### config.mk
export PLATFORM = sky130hd
export DESIGN_NAME = pulse_count_led_current_ctrl
export DESIGN_NICKNAME = d
export VERILOG_FILES = /design/src/core/pulse_count_led_current_ctrl.v
export VERILOG_INCLUDE_DIRS = /design/src /design/src/core
export SDC_FILE = /design/constraint.sdc
export NUM_CORES = 1
export LEC_CHECK = 0
export ABC_AREA = 0
export ABC_CLOCK_PERIOD_IN_PS = 2000
export BUFFER_PORTS_ARGS = -buffer_cell sky130_fd_sc_hd__buf_2
export CORE_ASPECT_RATIO = 0.5
export CORE_MARGIN = 2
export CORE_UTILIZATION = 55
export CTS_BUF_LIST = sky130_fd_sc_hd__clkbuf_2
export DETAILED_ROUTE_END_ITERATION = 10
export HOLD_SLACK_MARGIN = 0.1
export PLACE_DENSITY = 0.87
export SLEW_MARGIN = 20
export SYNTH_ARGS = -nofsm -noshare
export SYNTH_HDL_FRONTEND = slang
export SYNTH_SLANG_ARGS = --single-unit
### constraint.sdc
create_clock -name clk -period 2 [get_ports clk]
set_clock_uncertainty 0.1 [all_clocks]
set_input_delay 0.1 -clock clk [delete_from_list [all_inputs] [get_ports clk]]
set_output_delay 0.1 -clock clk [all_outputs]
set_load 0.005 [all_outputs]
### src/core/pulse_count_led_current_ctrl_defs.vh
`ifndef PULSE_COUNT_LED_CURRENT_CTRL_DEFS_VH
`define PULSE_COUNT_LED_CURRENT_CTRL_DEFS_VH

// timing: latch and off timeouts in ns, cycles at 40 MHz (25 ns)
`define CLK_PERIOD_NS 25
`define LATCH_TIMEOUT_NS 500
`define LATCH_TIMEOUT_CYC ((`LATCH_TIMEOUT_NS + `CLK_PERIOD_NS - 1) / `CLK_PERIOD_NS)
`define OFF_TIMEOUT_NS 500000
`define OFF_TIMEOUT_CYC ((`OFF_TIMEOUT_NS + `CLK_PERIOD_NS - 1) / `CLK_PERIOD_NS)
// pump clock divider, about 1 MHz from 40 MHz
`define PUMP_DIV_CYC 40

// address edge counts
`define ADDR_BOTH 5'h11
`define ADDR_MAIN 5'h12
`define ADDR_SUB 5'h13
`define ADDR_SCALE 5'h14
`define ADDR_LOW 5'h15
`define DATA_MAX 5'h10

// register reset value and scale codes
`define REG_RESET 4'h1
`define SCALE_20MA 4'h1
`define SCALE_30MA 4'h2
`define SCALE_15MA 4'h3
`define SCALE_LOW 4'h4

// output scale encodings
`define FS_OFF 2'h0
`define FS_20MA 2'h1
`define FS_30MA 2'h2
`define FS_15MA 2'h3
`define PUMP_1X 2'h0
`define PUMP_1P5X 2'h1
`define PUMP_2X 2'h2
`define PUMP_OFF 2'h3

`endif

### src/core/pulse_count_led_current_ctrl.v
// Overview of operation
// RULE1: main and sub 4-bit level registers
// RULE2: 17 edges addresses both levels together
// RULE3: 18 edges main only, 19 sub only
// RULE4: 20 edges addresses full-scale register
// RULE5: 21 edges addresses low-current pattern
// RULE6: scale 1,2,3 pick 20,30,15mA tables
// RULE7: scale 4 means low-current pattern only
// RULE8: pattern decodes off, sub, main, both
// RULE9: unwritten scale defaults to 20mA table
// RULE10: scale change keeps stored level values
// RULE11: data burst of 1-16 edges stored
// RULE12: host sends address, pause, data, pause
// RULE13: host writes scale 4 then pattern
// RULE14: load switch until sink nears dropout
// RULE15: over-temperature disables the pump
// RULE16: latch count after pin high timeout
// RULE17: long low pin enters shutdown
// RULE18: shutdown sets every register to 1
// RULE19: after shutdown address 1 is selected
// RULE20: bursts over 21 edges are ignored
// RULE21: data writes hit selected register only
`timescale 1ns/1ps
`include "pulse_count_led_current_ctrl_defs.vh"

module pulse_count_led_current_ctrl
#(
   parameter LATCH_CYC = `LATCH_TIMEOUT_CYC,
   parameter OFF_CYC = `OFF_TIMEOUT_CYC,
   parameter PUMP_DIV = `PUMP_DIV_CYC
)
(
   input wire clk,
   input wire reset,
   input wire ctrl_pin,
   input wire [3:0] sink_near_dropout,
   input wire over_temp,
   output reg shutdown_ff,
   output reg [3:0] main_level_ff,
   output reg [3:0] sub_level_ff,
   output reg [3:0] scale_ff,
   output reg [3:0] pattern_ff,
   output reg main_low_mode_ff,
   output reg sub_low_mode_ff,
   output reg [1:0] main_fs_ff,
   output reg [1:0] sub_fs_ff,
   output reg [3:0] main_code_ff,
   output reg [3:0] sub_code_ff,
   output reg [1:0] pump_mode_ff,
   output reg pump_clk_en_ff
);

   // =====================================================
   // pin edge detection and timers
   reg pin_d_ff;
   reg [4:0] edge_cnt_ff;
   reg cnt_ovf_ff;
   reg [31:0] high_cnt_ff;
   reg [31:0] low_cnt_ff;
   reg [4:0] addr_ff;
   wire rise;
   wire latch_now;
   wire off_now;

   assign rise = ctrl_pin & ~pin_d_ff;
   // latch fires once, the cycle the high time reaches the timeout
   assign latch_now = ctrl_pin & (high_cnt_ff == LATCH_CYC - 1) & (edge_cnt_ff != 5'h00); // [RULE16]
   assign off_now = ~ctrl_pin & (low_cnt_ff == OFF_CYC - 1) & ~shutdown_ff; // [RULE17]

   always @(posedge clk)
   begin
      if (reset)
      begin
         // pin idles high, so a high pin leaving reset is no edge
         pin_d_ff <= 1'b1;
         high_cnt_ff <= 32'h0000_0000;
         low_cnt_ff <= 32'h0000_0000;
      end
      else
      begin
         pin_d_ff <= ctrl_pin;
         if (ctrl_pin)
         begin
            low_cnt_ff <= 32'h0000_0000;
            if (rise)
               high_cnt_ff <= 32'h0000_0000;
            else if (high_cnt_ff < LATCH_CYC)
               high_cnt_ff <= high_cnt_ff + 32'h0000_0001;
         end
         else
         begin
            high_cnt_ff <= 32'h0000_0000;
            if (low_cnt_ff < OFF_CYC)
               low_cnt_ff <= low_cnt_ff + 32'h0000_0001;
         end
      end
   end

   // =====================================================
   // edge counter and register writes
   always @(posedge clk)
   begin
      if (reset | off_now)
      begin
         edge_cnt_ff <= 5'h00;
         cnt_ovf_ff <= 1'b0;
         shutdown_ff <= 1'b1;
         addr_ff <= `ADDR_BOTH; // [RULE19]
         main_level_ff <= `REG_RESET; // [RULE18]
         sub_level_ff <= `REG_RESET; // [RULE18]
         scale_ff <= `REG_RESET; // [RULE9] [RULE18]
         pattern_ff <= `REG_RESET; // [RULE18]
      end
      else
      begin
         if (rise)
         begin
            shutdown_ff <= 1'b0;
            // saturate: beyond 21 the burst is marked invalid
            if (edge_cnt_ff == `ADDR_LOW)
               cnt_ovf_ff <= 1'b1; // [RULE20]
            else
               edge_cnt_ff <= edge_cnt_ff + 5'h01;
         end
         else if (latch_now)
         begin
            edge_cnt_ff <= 5'h00;
            cnt_ovf_ff <= 1'b0;
            if (!cnt_ovf_ff) // [RULE20]
            begin
               if (edge_cnt_ff > `DATA_MAX)
                  addr_ff <= edge_cnt_ff; // [RULE2] [RULE3] [RULE4] [RULE5]
               else
               begin
                  // address persists across data writes
                  case (addr_ff) // [RULE21]
                     `ADDR_BOTH:
                     begin
                        main_level_ff <= edge_cnt_ff[3:0]; // [RULE2] [RULE11]
                        sub_level_ff <= edge_cnt_ff[3:0]; // [RULE2]
                     end
                     `ADDR_MAIN: main_level_ff <= edge_cnt_ff[3:0]; // [RULE3] [RULE1]
                     `ADDR_SUB: sub_level_ff <= edge_cnt_ff[3:0]; // [RULE3] [RULE1]
                     `ADDR_SCALE: scale_ff <= edge_cnt_ff[3:0]; // [RULE4]
                     `ADDR_LOW: pattern_ff <= edge_cnt_ff[3:0]; // [RULE5]
                     default: main_level_ff <= main_level_ff;
                  endcase
               end
            end
         end
      end
   end

   // =====================================================
   // current code decode
   reg [1:0] nxt_main_fs;
   reg [1:0] nxt_sub_fs;
   reg [3:0] nxt_main_code;
   reg [3:0] nxt_sub_code;
   reg nxt_main_low;
   reg nxt_sub_low;
   reg [3:0] pm1;

   always @*
   begin
      pm1 = pattern_ff - 4'h1;
      nxt_main_low = 1'b0;
      nxt_sub_low = 1'b0;
      // level codes index the selected table, levels kept on scale change
      nxt_main_code = main_level_ff; // [RULE10]
      nxt_sub_code = sub_level_ff; // [RULE10]
      case (scale_ff) // [RULE6]
         `SCALE_20MA:
         begin
            nxt_main_fs = `FS_20MA;
            nxt_sub_fs = `FS_20MA;
         end
         `SCALE_30MA:
         begin
            nxt_main_fs = `FS_30MA;
            nxt_sub_fs = `FS_30MA;
         end
         `SCALE_15MA:
         begin
            nxt_main_fs = `FS_15MA;
            nxt_sub_fs = `FS_15MA;
         end
         `SCALE_LOW:
         begin
            // levels ignored; code is step 0..3 = 0.05,0.5,1,2 mA
            nxt_main_fs = `FS_OFF; // [RULE7]
            nxt_sub_fs = `FS_OFF;
            nxt_main_code = {2'b00, pm1[1:0]};
            nxt_sub_code = {2'b00, pm1[1:0]};
            nxt_sub_low = (pm1[3:2] == 2'b01) | (pm1[3:2] == 2'b11); // [RULE8]
            nxt_main_low = pm1[3]; // [RULE8]
         end
         default:
         begin
            // unused scale codes treated as the default table
            nxt_main_fs = `FS_20MA; // [RULE9]
            nxt_sub_fs = `FS_20MA;
         end
      endcase
   end

   // =====================================================
   // switching tick, about 1 MHz from the 40 MHz clock
   reg [15:0] div_ff;
   wire pump_tick;

   assign pump_tick = (div_ff == PUMP_DIV - 1);

   always @(posedge clk)
   begin
      if (reset | pump_tick)
      begin
         div_ff <= 16'h0000;
      end
      else
      begin
         div_ff <= div_ff + 16'h0001;
      end
   end

   // =====================================================
   // pump mode
   reg [1:0] nxt_pump;
   wire any_dropout;
   wire pump_block;

   assign any_dropout = |sink_near_dropout; // [RULE14]
   // a hot die or a shut down part forces the pump off; a tick in its first cycle still enables from the old mode
   assign pump_block = over_temp | shutdown_ff; // [RULE15]

   always @*
   begin
      if (pump_block)
      begin
         nxt_pump = `PUMP_OFF; // [RULE15]
      end
      else if (!any_dropout)
      begin
         nxt_pump = `PUMP_1X; // [RULE14]
      end
      else if ((pump_mode_ff == `PUMP_1P5X) | (pump_mode_ff == `PUMP_2X))
      begin
         // still near dropout at 1.5x, so double; 2x holds until it clears
         nxt_pump = `PUMP_2X; // [RULE14]
      end
      else
      begin
         // leaving the load switch always starts at 1.5x
         nxt_pump = `PUMP_1P5X; // [RULE14]
      end
   end

   always @(posedge clk)
   begin
      if (reset)
      begin
         pump_clk_en_ff <= 1'b0;
         pump_mode_ff <= `PUMP_OFF;
      end
      else
      begin
         pump_clk_en_ff <= 1'b0;
         if (pump_tick)
         begin
            pump_clk_en_ff <= (pump_mode_ff == `PUMP_1P5X) | (pump_mode_ff == `PUMP_2X);
            // step the pump decision at the switching rate to avoid chatter
            pump_mode_ff <= nxt_pump;
         end
         else if (pump_block)
         begin
            pump_mode_ff <= `PUMP_OFF; // [RULE15]
         end
      end
   end

   // =====================================================
   // registered current codes
   always @(posedge clk)
   begin
      if (reset)
      begin
         main_fs_ff <= `FS_OFF;
         sub_fs_ff <= `FS_OFF;
         main_code_ff <= 4'h0;
         sub_code_ff <= 4'h0;
         main_low_mode_ff <= 1'b0;
         sub_low_mode_ff <= 1'b0;
      end
      else
      begin
         main_fs_ff <= nxt_main_fs;
         sub_fs_ff <= nxt_sub_fs;
         main_code_ff <= nxt_main_code;
         sub_code_ff <= nxt_sub_code;
         main_low_mode_ff <= nxt_main_low;
         sub_low_mode_ff <= nxt_sub_low;
      end
   end

endmodule

==> impl_metrics.py <==
metrics = {
    "run_status": {
        "status": "complete, but fails checks",
        "violations": "setup timing",
    },
    "floorplanning": {
        "die_width_um": 138,
        "die_h_um": 71.1,
        "io_pins": 42,
        "rows": 24,
        "start_util_pct": 56.8,
        "dieArea_um2": 9820,
        "coreArea_um2": 8710,
    },
    "critical_path": {
        "critPathTopFamily": "simple AND/OR/NAND/NOR gates",
        "critPathMaxFanout": 5,
        "cp_slowest_cell": "or4_4",
        "cp_data_required_time_ps": 2500,
        "path_buf_inv": 1,
        "cp-start-kind": "flop",
        "worstReg2RegEnd": "sub_level_ff[2]$_SDFFE_PP0P_",
        "crit_path_cell_trace": "inv_2 -> ha_4 -> or3b_4 -> a21o_4 -> or4_4 -> o21ai_2 -> a21oi_1",
        "reg2reg_depth": 7,
        "cpPeakStageDelay_ps": 540,
        "r2r-start": "edge_cnt_ff[1]$_SDFFE_PP0P_",
        "crit_type": "reg -> reg",
        "worstPathArrival_ps": 2730,
        "cp-end-kind": "flop",
        "r2r_slack_ps": -230,
    },
    "cells_and_area": {
        "final_cell_mix": "dfxtp_1, and2_1, buf_4",
        "final_common_cell": "dfxtp_1",
        "nets": 632,
        "final_cell_count_no_fill": 747,
        "syn2layout_area_growth_pct": 28.5,
        "layout-drive-gt1-share_pct": 33.5,
        "final_area_um2": 6360,
        "diodes": 0,
    },
    "hold_path": {
        "hold_class": "in -> reg",
        "hold_start": "reset",
        "worstHoldEndpoint": "main_code_ff[0]$_SDFF_PP0_",
        "hold_depth": 3,
    },
    "job": {
        "maxCapViolCount": 0,
    },
    "global_route": {
        "busiest_layer": "met2",
        "grtUsageMet1_pct": 28.6,
        "grt_pass1_vias": 4218,
        "grt.total_usage_pct": 24.9,
        "grtUsageMet3_pct": 7.52,
        "grt_pass1_wl_um": 19700,
        "grt.overflow.total": 0,
        "antenna_found_initial": 0,
        "grtUsageMet2_pct": 43.4,
        "grt_max_degree": 28,
    },
    "synthesis": {
        "syn-num-nets": 531,
        "synth_area_um2": 4950,
        "syn-mean-instance-area_um2": 9.59,
        "synth-simple-area-share_pct": 30.8,
        "ys_warn_count": 0,
        "synthMuxAreaShare_pct": 1.62,
        "synth-xor-area-share_pct": 4.42,
        "synth_top_family_by_area": "simple AND/OR/NAND/NOR gates",
        "synth.distinct_cells": 53,
        "yosys_most_used_dff": "dfxtp_1",
        "ys_seq_area_share_pct": 50.2,
        "synth_compound_area_share_pct": 8.50,
        "syn_inst": 516,
        "synth_edf_count": 0,
        "ys_seq_elements": 124,
        "async_flop_share_pct": 0,
        "synth_fa_ha_area_share_pct": 1.77,
    },
    "detailed_routing": {
        "drc": 0,
        "first_pass_iters": 5,
        "vias": 4601,
        "wl_per_cell_um": 19.0,
        "drtIter0Drc": 523,
        "ant_nets": 0,
        "drt-vias-per-instance": 6.16,
        "wirelength_um": 14200,
    },
    "clock_network": {
        "clock_latency_ps": 690,
        "clock_path_buffers": 2,
        "htree_levels": 4,
        "cts_root_buffer": "clkbuf_2",
        "clkSinkCount": 124,
        "clk_pin_slew_ps": 210,
        "cts_tree": "yes",
        "numCtsBuffers": 17,
    },
    "sta": {
        "rsz0062_at_grt": "yes",
        "hold_viol_final": 0,
        "period_share_pct": 111,
        "slew_violations": 0,
        "max_slew_margin_pct": 62.3,
        "tightest_slew_ps": 558,
        "tns_ps": -3960,
        "fmax_mhz": 449,
        "setup_ws_ps": -229,
        "fin_crit_ps": 2230,
        "setup_viol": 31,
    },
    "power": {
        "p_leak_nw": 2.53,
        "vdd_ir_drop_max_uv": 425,
        "power_density_nw_per_um2": 666,
    },
    "placed_design": {
        "dpl_cell_area_um2": 5570,
        "numPlacedInstances": 696,
        "hpwl_um": 7280,
        "gp_congestion": 0.847,
        "port_buffers": 41,
    },
}
-- registers in the layout (all words and copies together), names as in the netlist, 5 cells and up --
register,cells
high_cnt_ff,32
div_ff,16
low_cnt_ff,32
addr_ff,5
edge_cnt_ff,5
-- cells in the mapped netlist, types with 13 or more instances --
library cell | count | area (µm²)
a21oi_1 | 26 | 130
and2_1 | 48 | 300
dfxtp_1 | 124 | 2480
nand2_1 | 26 | 97.6
nand3_1 | 23 | 115
nand4_1 | 19 | 119
nor2_1 | 48 | 180
nor4_1 | 15 | 93.8
o21ai_0 | 16 | 80.1
xor2_1 | 13 | 114
-- cell families after synthesis --
logic type | Yosys count
and+or+nand+nor | 253
DFF | 124
AOI/OAI and AO/OA | 69
buffers and inverters | 30
xor gates and xnor gates | 25
muxes | 8
adders and majority gates | 7
-- metrics by stage --
stage / hold WS [ps] / total power, mW / setup slack, ps / utilization, %
final: 247 / 4.23 / -229 / 73.0
after global routing: 208 / 4.36 / -314 / 73.0
after CTS: 213 / 4.18 / -122 / 69.3
after detailed placement: 220 / 2.67 / -201 / 64.0
after global placement: 217 / 2.67 / -127 / 64.0
after floorplan: 115 / 2.62 / -69.0 / -
-- how the worst max path moves through the flow --
| stage | start | end | slack [ps] | depth (start not counted) |
|---|---|---|---|---|
| 3_5_place_dp | edge_cnt_ff[0]$_SDFFE_PP0P_ | pattern_ff[3]$_SDFFE_PP0P_ | -200 | 7 |
| 3_3_place_gp | edge_cnt_ff[0]$_SDFFE_PP0P_ | sub_level_ff[0]$_SDFFE_PP1P_ | -130 | 7 |
| 6_report | edge_cnt_ff[1]$_SDFFE_PP0P_ | sub_level_ff[2]$_SDFFE_PP0P_ | -230 | 7 |
| 5_1_grt | high_cnt_ff[12]$_SDFFE_PP0N_ | main_level_ff[0]$_SDFFE_PP1P_ | -310 | 6 |
| 2_1_floorplan | low_cnt_ff[18]$_SDFFE_PP0N_ | low_cnt_ff[2]$_SDFFE_PP0N_ | -70 | 6 |
| 4_1_cts | edge_cnt_ff[1]$_SDFFE_PP0P_ | pattern_ff[0]$_SDFFE_PP1P_ | -120 | 7 |
-- layer usage --
| layer | share of wire, % | routed length, µm |
|---|---|---|
| met1 | 39 | 5540 |
| met4 | 4.6 | 648 |
| met5 | 0 | 0 |
| met3 | 7.8 | 1110 |
| met2 | 49 | 6920 |
-- worst min-delay path: stages --
cell	delay, ps
dlygate4sd3_1	530
buf_2	250
nor2_1	130
-- power breakdown --
| part | internal, mW | switching, mW |
|---|---|---|
| Clock | 0.568 | 1.00 |
| Sequential | 2.49 | 0.0157 |
| Combinational | 0.0651 | 0.0956 |
| Total | 3.12 | 1.11 |
-- layout make-up --
cell class	count	area [µm²]
Clock buffer	17	85.1
Clock inverter	15	146
Fill cell	519	2350
Inverter	10	40.0
Multi-Input combinational cell	363	2730
Sequential cell	124	2510
Tap cell	117	146
Timing Repair Buffer	101	704
-- repair_timing --
| action | CTS | global route |
|---|---|---|
| hold buffers | 7 | 0 |
| pin swaps | 3 | 19 |
| gates cloned | 1 | 0 |
| setup buffers | 7 | 5 |
| gates resized for setup | 21 | 61 |
| hold endpoints to repair | 117 | 0 |
| endpoints found under the setup margin | 30 | 42 |
Note: power is estimated with default switching activity, not from simulation.
